<file path="src/verilog/srpsc_pkg.sv">
package srpsc_pkg;
  // hardware_configuration bit positions
  localparam int unsigned SOFT_RESET_BIT = 0;
  localparam int unsigned RESET_TIMEOUT_BIT = 1;
  localparam int unsigned EXTERNAL_PHY_ENABLE_BIT = 2;
  localparam int unsigned STRAP_BIT = 3;
  localparam logic [31:0] HARDWARE_CONFIGURATION_RESET = 32'h0000_0000;

  // controller register offsets (byte addresses)
  localparam logic [7:0] CTRL_OFF = 8'h00;
  localparam logic [7:0] STATUS_OFF = 8'h04;
  localparam logic [7:0] IRQ_STATUS_OFF = 8'h08;
  localparam logic [7:0] IRQ_CLEAR_OFF = 8'h0C;
  localparam logic [7:0] IRQ_ENABLE_OFF = 8'h10;
  localparam logic [7:0] HWCFG_OFF = 8'h14;

  // ctrl register bits
  localparam int unsigned CTRL_GO_BIT = 0;
  localparam int unsigned CTRL_EXT_BIT = 1;
  localparam int unsigned CTRL_RD_BIT = 2;
  // status register bits
  localparam int unsigned STATUS_BUSY_BIT = 0;
  localparam int unsigned STATUS_REFUSED_BIT = 1;
  localparam int unsigned STATUS_READ_BIT = 2;

  // interrupt layout
  localparam int unsigned IRQ_W = 3;
  localparam int unsigned IRQ_DONE_BIT = 0;
  localparam int unsigned IRQ_TIMEOUT_BIT = 1;
  localparam int unsigned IRQ_STRAP_BIT = 2;

  // reset wait for phy clocks
  localparam int unsigned CLK_PERIOD_NS = 10;
  localparam int unsigned PHY_CLK_WAIT_NS = 2000;
  localparam int unsigned PHY_CLK_WAIT_CYC = (PHY_CLK_WAIT_NS + CLK_PERIOD_NS - 1) / CLK_PERIOD_NS;
  localparam int unsigned CNT_W = 12;
  // cycles the soft reset pulse is held on the mac
  localparam logic [CNT_W-1:0] RESET_PULSE_CYC = 12'h004;
  localparam logic [CNT_W-1:0] CNT_ONE = 12'h001;
  // phy clocks seen running after this many toggles since reset; gaps between toggles do not restart the count
  localparam logic [2:0] CLK_SEEN_N = 3'h4;

  typedef enum logic [1:0] {
    SRPSC_IDLE = 2'b00,
    SRPSC_WAIT = 2'b01,
    SRPSC_PULSE = 2'b11
  } srpsc_seq_e;

  typedef enum logic [1:0] {
    SRPSC_H_IDLE = 2'b00,
    SRPSC_H_RD = 2'b01,
    SRPSC_H_WR = 2'b11,
    SRPSC_H_CHK = 2'b10
  } srpsc_host_e;
endpackage

</file>
<file path="src/verilog/srpsc_if.sv">
`timescale 1ns/1ps
interface srpsc_if;
  logic wr;
  logic rd;
  logic [31:0] wdata;
  logic [31:0] rdata;

  modport device (
    input wr,
    input rd,
    input wdata,
    output rdata
  );
  modport host (
    output wr,
    output rd,
    output wdata,
    input rdata
  );
endinterface

</file>
<file path="src/verilog/srpsc_device.sv">
`timescale 1ns/1ps
// Operation
// - capture mdio strap at reset into bit 3
// - strap reads one if mdio high
// - strap value drives no internal logic
// - bit 2 set enables external mii
// - bit 2 clear selects internal phy
// - bit 2 leaves smi and clocks alone
// - reset without phy clocks sets timeout
// - host fixes clocks, then retries reset
// - bit 0 write starts full mac reset
// - system regs reset, survivors keep values
// - soft reset clears tx/rx errors
// - soft_reset clears itself when done
// - host resets only with phy awake
// - host waits for phy after wakeup
// - writes ignored until first read
module srpsc_device (
  // clock and reset
  input wire logic core_clk_i,
  input wire logic reset_i,
  input wire logic power_wake_i,
  // register port
  srpsc_if.device bus,
  // strap pin and phy clocks
  input wire logic mdio_i,
  input wire logic phy_rx_clk_i,
  input wire logic phy_tx_clk_i,
  // error events from the mac
  input wire logic tx_error_set_i,
  input wire logic rx_error_set_i,
  // outputs
  output logic ext_mii_enable_o,
  output logic internal_phy_enable_o,
  output logic mac_soft_reset_o,
  output logic system_command_status_regs_soft_reset_o,
  output logic transmit_error_o,
  output logic receive_error_o
);
  typedef struct packed {
    srpsc_pkg::srpsc_seq_e seq;
    logic [srpsc_pkg::CNT_W-1:0] cnt;
    logic soft_reset;
    logic reset_timeout;
    logic external_phy_enable;
    logic strap;
    logic strap_taken;
    logic armed;
    logic [1:0] rx_sync;
    logic [1:0] tx_sync;
    logic [1:0] md_sync;
    logic rx_last;
    logic tx_last;
    logic [2:0] rx_seen;
    logic [2:0] tx_seen;
    logic tx_err;
    logic rx_err;
    logic [31:0] rdata;
  } srpsc_dev_s;

  srpsc_dev_s st_r;
  srpsc_dev_s st_nxt;

  function automatic logic [2:0] seen_step(input logic [2:0] c, input logic edge_v);
    seen_step = c;
    if (edge_v && c != srpsc_pkg::CLK_SEEN_N)
    begin
      seen_step = c + 3'h1;
    end
  endfunction

  // one tick of the counter shared by strap capture and the reset sequencer
  function automatic logic [srpsc_pkg::CNT_W-1:0] cnt_step(input logic [srpsc_pkg::CNT_W-1:0] c);
    cnt_step = c + srpsc_pkg::CNT_ONE;
  endfunction

  // read image of hardware_configuration; the unused upper bits read as zero
  function automatic logic [31:0] cfg_image(input srpsc_dev_s s);
    cfg_image = 32'h0000_0000;
    cfg_image[srpsc_pkg::SOFT_RESET_BIT] = s.soft_reset;
    cfg_image[srpsc_pkg::RESET_TIMEOUT_BIT] = s.reset_timeout;
    cfg_image[srpsc_pkg::EXTERNAL_PHY_ENABLE_BIT] = s.external_phy_enable;
    cfg_image[srpsc_pkg::STRAP_BIT] = s.strap;
  endfunction

  // detection never decays: clocks that stop after a good reset still count as running
  logic clocks_ok;
  assign clocks_ok = (st_r.rx_seen == srpsc_pkg::CLK_SEEN_N) && (st_r.tx_seen == srpsc_pkg::CLK_SEEN_N);

  always_comb
  begin
    st_nxt = st_r;
    st_nxt.rx_sync = {st_r.rx_sync[0], phy_rx_clk_i};
    st_nxt.tx_sync = {st_r.tx_sync[0], phy_tx_clk_i};
    st_nxt.md_sync = {st_r.md_sync[0], mdio_i};
    st_nxt.rx_last = st_r.rx_sync[1];
    st_nxt.tx_last = st_r.tx_sync[1];
    st_nxt.rx_seen = seen_step(st_r.rx_seen, st_r.rx_sync[1] != st_r.rx_last);
    st_nxt.tx_seen = seen_step(st_r.tx_seen, st_r.tx_sync[1] != st_r.tx_last);
    // strap is caught once the synchroniser has filled after reset
    if (!st_r.strap_taken && st_r.cnt == srpsc_pkg::CNT_ONE)
    begin
      st_nxt.strap = st_r.md_sync[1];
      st_nxt.strap_taken = 1'b1;
    end
    if (!st_r.strap_taken)
    begin
      st_nxt.cnt = cnt_step(st_r.cnt);
    end
    st_nxt.rdata = cfg_image(st_r);
    // writes before the first read are dropped, as are writes during a reset
    if (bus.wr && st_r.armed && st_r.seq == srpsc_pkg::SRPSC_IDLE)
    begin
      st_nxt.external_phy_enable = bus.wdata[srpsc_pkg::EXTERNAL_PHY_ENABLE_BIT];
      if (bus.wdata[srpsc_pkg::SOFT_RESET_BIT])
      begin
        st_nxt.soft_reset = 1'b1;
        st_nxt.reset_timeout = 1'b0;
        st_nxt.seq = srpsc_pkg::SRPSC_WAIT;
        st_nxt.cnt = '0;
      end
    end
    unique case (st_r.seq)
      srpsc_pkg::SRPSC_IDLE:
      begin
      end
      srpsc_pkg::SRPSC_WAIT:
      begin
        st_nxt.cnt = cnt_step(st_r.cnt);
        if (clocks_ok)
        begin
          st_nxt.seq = srpsc_pkg::SRPSC_PULSE;
          st_nxt.cnt = '0;
        end
        else if (st_r.cnt == srpsc_pkg::CNT_W'(srpsc_pkg::PHY_CLK_WAIT_CYC - 1))
        begin
          st_nxt.seq = srpsc_pkg::SRPSC_IDLE;
          st_nxt.soft_reset = 1'b0;
          st_nxt.reset_timeout = 1'b1;
        end
      end
      srpsc_pkg::SRPSC_PULSE:
      begin
        st_nxt.cnt = cnt_step(st_r.cnt);
        st_nxt.tx_err = 1'b0;
        st_nxt.rx_err = 1'b0;
        if (st_r.cnt == srpsc_pkg::RESET_PULSE_CYC - srpsc_pkg::CNT_ONE)
        begin
          st_nxt.seq = srpsc_pkg::SRPSC_IDLE;
          st_nxt.soft_reset = 1'b0;
          st_nxt.external_phy_enable = 1'b0;
          st_nxt.armed = 1'b0;
        end
      end
      default:
      begin
        st_nxt.seq = srpsc_pkg::SRPSC_IDLE;
      end
    endcase
    if (st_r.seq == srpsc_pkg::SRPSC_IDLE && st_nxt.seq == srpsc_pkg::SRPSC_IDLE && st_r.strap_taken)
    begin
      st_nxt.cnt = st_r.cnt;
    end
    if (power_wake_i)
    begin
      st_nxt.armed = 1'b0;
    end
    // a read on the closing edge of a reset or a wake still counts as the first read
    if (bus.rd)
    begin
      st_nxt.armed = 1'b1;
    end
    // an error flagged while the reset pulse clears the flags wins, so it is never lost
    if (tx_error_set_i)
    begin
      st_nxt.tx_err = 1'b1;
    end
    if (rx_error_set_i)
    begin
      st_nxt.rx_err = 1'b1;
    end
  end

  always_ff @(posedge core_clk_i)
  begin
    if (reset_i)
    begin
      st_r <= '0;
      // strap pin is sampled all through reset, so the host's first read already sees it
      st_r.md_sync <= st_nxt.md_sync;
      st_r.strap <= st_r.md_sync[1];
    end
    else
    begin
      st_r <= st_nxt;
    end
  end

  assign bus.rdata = st_r.rdata;
  // strap goes nowhere but the read path
  assign ext_mii_enable_o = st_r.external_phy_enable;
  assign internal_phy_enable_o = !st_r.external_phy_enable;
  assign mac_soft_reset_o = (st_r.seq == srpsc_pkg::SRPSC_PULSE);
  // system_command_status_regs block keeps its survives_soft_reset bits; it only sees this pulse
  assign system_command_status_regs_soft_reset_o = (st_r.seq == srpsc_pkg::SRPSC_PULSE);
  assign transmit_error_o = st_r.tx_err;
  assign receive_error_o = st_r.rx_err;
endmodule

</file>
<file path="src/flat_wrapper.sv">
// flat-port wrapper written by rule: the top's interface ports become plain ports
module srpsc_device_flat 
  (core_clk_i, reset_i, power_wake_i, mdio_i, phy_rx_clk_i, phy_tx_clk_i, tx_error_set_i, rx_error_set_i, ext_mii_enable_o, internal_phy_enable_o, mac_soft_reset_o, system_command_status_regs_soft_reset_o, transmit_error_o, receive_error_o, bus_wr, bus_rd, bus_wdata, bus_rdata);
  srpsc_if bus_i ();
  input wire logic core_clk_i;
  input wire logic reset_i;
  input wire logic power_wake_i;
  input wire logic mdio_i;
  input wire logic phy_rx_clk_i;
  input wire logic phy_tx_clk_i;
  input wire logic tx_error_set_i;
  input wire logic rx_error_set_i;
  output logic ext_mii_enable_o;
  output logic internal_phy_enable_o;
  output logic mac_soft_reset_o;
  output logic system_command_status_regs_soft_reset_o;
  output logic transmit_error_o;
  output logic receive_error_o;
  input wire logic [$bits(bus_i.wr)-1:0] bus_wr;
  input wire logic [$bits(bus_i.rd)-1:0] bus_rd;
  input wire logic [$bits(bus_i.wdata)-1:0] bus_wdata;
  output wire logic [$bits(bus_i.rdata)-1:0] bus_rdata;
  assign bus_i.wr = bus_wr;
  assign bus_i.rd = bus_rd;
  assign bus_i.wdata = bus_wdata;
  assign bus_rdata = bus_i.rdata;
  srpsc_device u_core (.core_clk_i(core_clk_i), .reset_i(reset_i), .power_wake_i(power_wake_i), .bus(bus_i), .mdio_i(mdio_i), .phy_rx_clk_i(phy_rx_clk_i), .phy_tx_clk_i(phy_tx_clk_i), .tx_error_set_i(tx_error_set_i), .rx_error_set_i(rx_error_set_i), .ext_mii_enable_o(ext_mii_enable_o), .internal_phy_enable_o(internal_phy_enable_o), .mac_soft_reset_o(mac_soft_reset_o), .system_command_status_regs_soft_reset_o(system_command_status_regs_soft_reset_o), .transmit_error_o(transmit_error_o), .receive_error_o(receive_error_o));
endmodule
</file>
<file path="config.mk">
export PLATFORM = sky130hd
export DESIGN_NAME = srpsc_device_flat
export DESIGN_NICKNAME = d
export VERILOG_FILES = /design/src/verilog/srpsc_pkg.sv /design/src/verilog/srpsc_if.sv /design/src/verilog/srpsc_device.sv /design/src/flat_wrapper.sv
export SDC_FILE = /design/constraint.sdc
export NUM_CORES = 1
export LEC_CHECK = 0
export BUFFER_PORTS_ARGS = -buffer_cell sky130_fd_sc_hd__buf_4
export CAP_MARGIN = 20
export CELL_PAD_IN_SITES_DETAIL_PLACEMENT = 2
export CELL_PAD_IN_SITES_GLOBAL_PLACEMENT = 2
export CORE_UTILIZATION = 27
export CTS_CLUSTER_SIZE = 12
export DETAILED_ROUTE_END_ITERATION = 10
export PLACE_DENSITY = 0.89
export SLEW_MARGIN = 20
export SYNTH_ARGS = -nofsm -noshare
export SYNTH_HDL_FRONTEND = slang
export SYNTH_SLANG_ARGS = --single-unit
</file>
<file path="constraint.sdc">
create_clock -name core_clk_i -period 2.51 [get_ports core_clk_i]
set_clock_uncertainty 0.2 [all_clocks]
set_input_delay 0.6275 -clock core_clk_i [delete_from_list [all_inputs] [get_ports core_clk_i]]
set_output_delay 0.6275 -clock core_clk_i [all_outputs]
set_load 0.005 [all_outputs]
</file>
# --- Word-level counts from Yosys, hierarchy flattened ---
# Cells that the tools add are included.
word_totals:
  register_bits: 68
  output_inout_bits: 38
  in_bits: 42
op_classes:
  n_eq_ne: 11
  add_sub_neg: 3
  n_reduce_logical: 18
  muxes: 26
ops:
  columns: ["operator", "count"]
  rows:
  - ["$mux W51", 1]
  - ["$pmux W13 S2", 1]
  - ["$mux W12", 2]
  - ["$mux W17", 1]
  - ["$mux W16", 1]
  - ["$mux W2", 7]
  - ["$add A12 B1 Y12 const B", 1]
  - ["$eq A12 B1 Y1 const B", 1]
  - ["$eq A12 B2 Y1 const B", 1]
  - ["$eq A12 B8 Y1 const B", 1]
  - ["$mux W1", 10]
  - ["$logic_and A1 B1 Y1", 8]
  - ["$add A3 B1 Y3 const B", 2]
  - ["$eq A3 B3 Y1 const B", 2]
  - ["$mux W3", 2]
  - ["$ne A3 B3 Y1 const B", 2]
  - ["$pmux W2 S3", 1]
  - ["$reduce_bool A2 Y1", 3]
  - ["$reduce_bool A3 Y1", 2]
  - ["$logic_not A2 Y1", 2]
  - ["$eq A2 B1 Y1 const B", 1]
  - ["$eq A2 B2 Y1 const B", 1]
  - ["$logic_not A1 Y1", 2]
  - ["$ne A1 B1 Y1", 2]
  - ["$reduce_and A2 Y1", 1]

# --- Logic depth before layout (Yosys ltp) ---
logic_depth:
  ltp_word: 10
  mapped_depth: 6
  mapped_depth_nobuf: 6

# --- Worst setup path before layout ---
# No wires, ideal clock.
synth_timing:
  path_kind: "in2reg"
  startpoint: "input port bus_wr"
  endpoint: "register u_core.st_r[65] (netlist name)"
  t_required_ns: 2.178
  cell_stages: 5
  setup_ns: 0.132
  arrival_ns: 1.463
  slack_ns: 0.715
  n_path_buf: 1
  cell_sequence: "and4b_1 -> buf_2 -> nor2_4 -> o41ai_2 -> o32ai_1"
synth_between:
  elab_chain_cells: 9
  word_cells_on_any_way: 11
  cone_classes: "mux (6); reduce/logical (5)"
synth_rtl:
  columns: ["item", "line_no", "text"]
  rows:
  - ["start: declaration", "flat_wrapper.sv:19", "input wire logic [$bits(bus_i.wr)-1:0] bus_wr;"]
  - ["$logic_and A1 B1 Y1 (*) (2 in a row)", "srpsc_device.sv:112", "if (bus.wr && st_r.armed && st_r.seq == srpsc_pkg::SRPSC_IDLE)"]
  - ["$mux W17 (*)", "srpsc_device.sv:112", null]
  - ["$mux W2", "srpsc_device.sv:135", "else if (st_r.cnt == srpsc_pkg::CNT_W'(srpsc_pkg::PHY_CLK_WAIT_CYC - 1))"]
  - ["$mux W2", "srpsc_device.sv:130", "if (clocks_ok)"]
  - ["$pmux W2 S3", "srpsc_device.sv:123", "unique case (st_r.seq)"]
  - ["$logic_not A2 Y1", "srpsc_device.sv:160", "if (st_r.seq == srpsc_pkg::SRPSC_IDLE && st_nxt.seq == srpsc_pkg::SRPSC_IDLE && st_r.strap_taken)"]
  - ["$logic_and A1 B1 Y1 (2 in a row)", "srpsc_device.sv:160", null]
  - ["end signal: assignment", "srpsc_device.sv:195", "st_r <= st_nxt;"]
  - ["end: declaration", "srpsc_device.sv:61", "srpsc_dev_s st_r;"]
# Every way passes the cells marked *; elsewhere a longest branch is shown, timed or not.
# A chain may end at the register's enable or synchronous reset.

# --- Worst setup path after layout ---
layout_timing:
  startpoint: "register u_core.st_r[66] (netlist name)"
  endpoint: "output port mac_soft_reset_o"
layout_between:
  elab_chain_cells: 1
layout_rtl:
  columns: ["item", "line_no", "text"]
  rows:
  - ["$eq A2 B2 Y1", "srpsc_device.sv:203", "assign mac_soft_reset_o = (st_r.seq == srpsc_pkg::SRPSC_PULSE);"]
  - ["end: declaration", "flat_wrapper.sv:15", "output logic mac_soft_reset_o;"]
# Every way passes these cells.

==> qor.txt <==
Syn. warnings: 0
RSZ-0062 raised after global routing: no
final wirelength: 5690 um
first-pass iteration count of the detailed router: 4
Slew Viols, Final: 0
adder-cell share of the synthesized area: 3.58%
buffer count from post-CTS setup fixing: 0
XOR/XNOR Fraction of Synth Area: 2.51%
slowest stage cell, crit path: dfxtp_1
first-pass GRT wire length: 9620 um
final hold viol count: 0
Distinct cells, synth: 55
Sw Ratio: 30.2%
worst path cell trace: nand2_1 -> inv_1 -> buf_4
DP HPWL: 4000 um
n_diodes: 0
internal power: 1.03 mW
fin cells: 356
FMAX: 443 MHz
power per cell area: 638 nW/um^2
placed inst area: 2210 sq um
Max transition margin: 62.6%
mux contribution to synthesized area: 0%
Reg clk slew, reported paths: 90 ps
DR vias/cell: 4.76
top cell type by total area after synthesis: dfxtp_1
max_cap viols: 0
Fillers: 844
initial DRC count: 48
cts hold-fix bufs: 0
# nets final: 304
Worst Tran Pin Value: 560 ps
core box area: 7370 sq um
FF-to-FF Start: u_core.st_r[34]
HP Class: register to register
P_sw: 0.447 mW
Worst R2R Setup Slack: 420 ps
final period demand of the worst path: 2260 ps
placed insts: 348
Post-CTS Resized: 0
Wirelength per Cell: 16.0 um
die area: 8120 sq um
setup TNS: 0 ps
Clock Path Buffers: 2
R2R depth: 6
drt drc: 0
dominant synthesized flop cell: dfxtp_1
Cell Area, Synth: 2100 sq um
status: finished clean
Worst Setup Start Kind: register
die height: 90.1 um
Yosys reg bits: 40
dpl ws: 438 ps
vias in the first global route: 1832
Post-synth EDFFs: 1
GRT Util Overall: 15.0%
final worst slack: 251 ps
layout cells sized above 1: 16.3%
Port-buffer cells: 21
DR vias: 1695
clock share of power: 34.9%
Post-DRT Antenna Nets: 0
post-synthesis compound-gate area fraction: 16.6%
Initial Utilization: 28.5%
leakage: 0.919 nW
placer's final routability congestion estimate: 0.804
Req. time, crit path: 1680 ps
CP Max Fanout: 14
Root Buffer: clkbuf_8
largest net degree at the start of global routing: 34
Worst-Skew Late Latency: 300 ps
Mapped Cells: 240
CTS tree: built
# rows: 31
critical path's largest stage delay: 680 ps
largest family of logic cells by synthesized area: simple AND/OR/NAND/NOR gates
Critical Path AT: 1430 ps
combinational share of power: 16.7%
Seq/Total Area, Yosys: 38.7%
top-area cell type share of the netlist area: 37.2%
H-tree depth: 2
die width: 90.1 um
fraction of registers with async set/reset: 0%
Finished Cell Area: 2320 sq um
critical path capture point type: output pin
Synth Area in Simple Gates: 22.9%
Ports: 80
CTS buffer count: 5
VDD IR max: 0.204 mV
initial antenna violation count: 0
grt ovf: 0
clk sinks: 40
synth top area cells: dfxtp_1 (37%), buf_4 (12%), nor2b_1 (4.5%)
final setup fails: 0
post-route clock period utilization: 90.0%
register share of total power: 48.4%
Reg-to-Reg End: u_core.st_r[65]
CP Launch Point: u_core.st_r[66]
Worst Setup EP: mac_soft_reset_o
Synth Area per Inst: 8.74 sq um
Setup CP Type: register to output pin
layout-stage area growth over the synthesis result: 10.6%
[sequential cells by signal, summed over array words and instances, names as in the netlist]
| signal | flops |
|---|---|
| u_core.st_r | 25 |
| u_core.st_nxt | 8 |
| u_core.bus.rdata | 4 |
| u_core.ext_mii_enable_o | 1 |
| u_core.receive_error_o | 1 |
| u_core.transmit_error_o | 1 |
[cell usage in the layout, fill, tap and decap left out, drive strengths merged, types with 2 or more instances in the layout]
cell type and instances:
inv 14, buf 22, ha 6, nor2b 15, a311oi 4, a211oi 5, a21oi 14, clkbuf 6
nand4 5, nor4 2, o22ai 2, dfxtp 39, a31oi 2, a41oi 4, o21a 2, and2 2
xor2 4, o32ai 3, xnor2 2, nand2 16, conb 28, and3 2, nand3 10, nor3 10
or3 2, nor2 17
[cell usage after synthesis (2+ instances only)]
cell type	n
a211oi_1	5
a21oi_1	13
a311oi_1	4
a31oi_1	2
a41oi_1	4
and2_1	2
buf_2	3
buf_4	33
clkbuf_1	3
dfxtp_1	39
ha_1	6
inv_1	12
nand2_1	14
nand2_2	2
nand3_1	9
nand4_1	5
nor2_1	15
nor2b_1	15
nor3_1	10
o21a_1	2
o22ai_1	2
o32ai_1	3
xnor2_1	2
xor2_1	4
[worst min path at each step]
stage / slack [ps] / cells past startpoint / from / end
2_1_floorplan: 110 / 0 / u_core.st_nxt[43] / u_core.st_r[43]
3_3_place_gp: 110 / 0 / u_core.st_nxt[43] / u_core.st_r[43]
3_5_place_dp: 110 / 0 / u_core.st_nxt[43] / u_core.st_r[43]
4_1_cts: 130 / 0 / u_core.st_nxt[43] / u_core.st_r[43]
5_1_grt: 140 / 0 / u_core.st_nxt[43] / u_core.st_r[43]
6_report: 130 / 0 / u_core.st_nxt[43] / u_core.st_r[43]
[through the flow]
step / util (%) / hold WS [ps] / power [mW]
3_3_place_gp: 30.0 / 112 / 0.953
5_1_grt: 31.5 / 137 / 1.55
6_report: 31.5 / 131 / 1.48
4_1_cts: 31.5 / 134 / 1.50
3_5_place_dp: 30.0 / 113 / 0.976
2_1_floorplan: - / 110 / 0.920
[critical path, delay by kind of cell, from the launching register on]
family / cells / cell delay, ps
buf+inv: 2 / 220
flops: 1 / 680
simple gates: 1 / 220
[layout make-up]
type	instances	area [sq um]	area share (%)
Multi-Input combinational cell	174	1060	45.7
Sequential cell	40	811	35.0
Timing Repair Buffer	22	165	7.12
Tap cell	99	124	5.34
Clock buffer	6	93.8	4.05
Inverter	13	48.8	2.10
Clock inverter	2	16.3	0.701
[routing by layer]
metal	vias to the layer above	track usage (%)	wire length (um)
li1	815	-	-
met1	827	16.7	2390
met2	49	28.4	3030
met3	4	3.21	200
met4	0	4.30	57
met5	-	0	0
[kinds of logic (layout without fill, tap and decap cells)]
group / Yosys count / count (layout)
other: 1 / 28
and+or+nand+nor: 87 / 87
adders and majority gates: 6 / 6
DFF: 40 / 40
buffers and inverters: 53 / 43
AOI/OAI and AO/OA: 47 / 47
xor gates and xnor gates: 6 / 6
[power groups by stage]
| stage | clock (mW) | combinational [mW] | sequential [mW] |
|---|---|---|---|
| after floorplan | 0 | 0.207 | 0.713 |
| after global placement | 0 | 0.227 | 0.725 |
| after detailed placement | 0 | 0.245 | 0.731 |
| after CTS | 0.533 | 0.252 | 0.716 |
| after global routing | 0.554 | 0.276 | 0.724 |
| final | 0.517 | 0.248 | 0.716 |
Note: power is estimated with default switching activity, not from simulation.
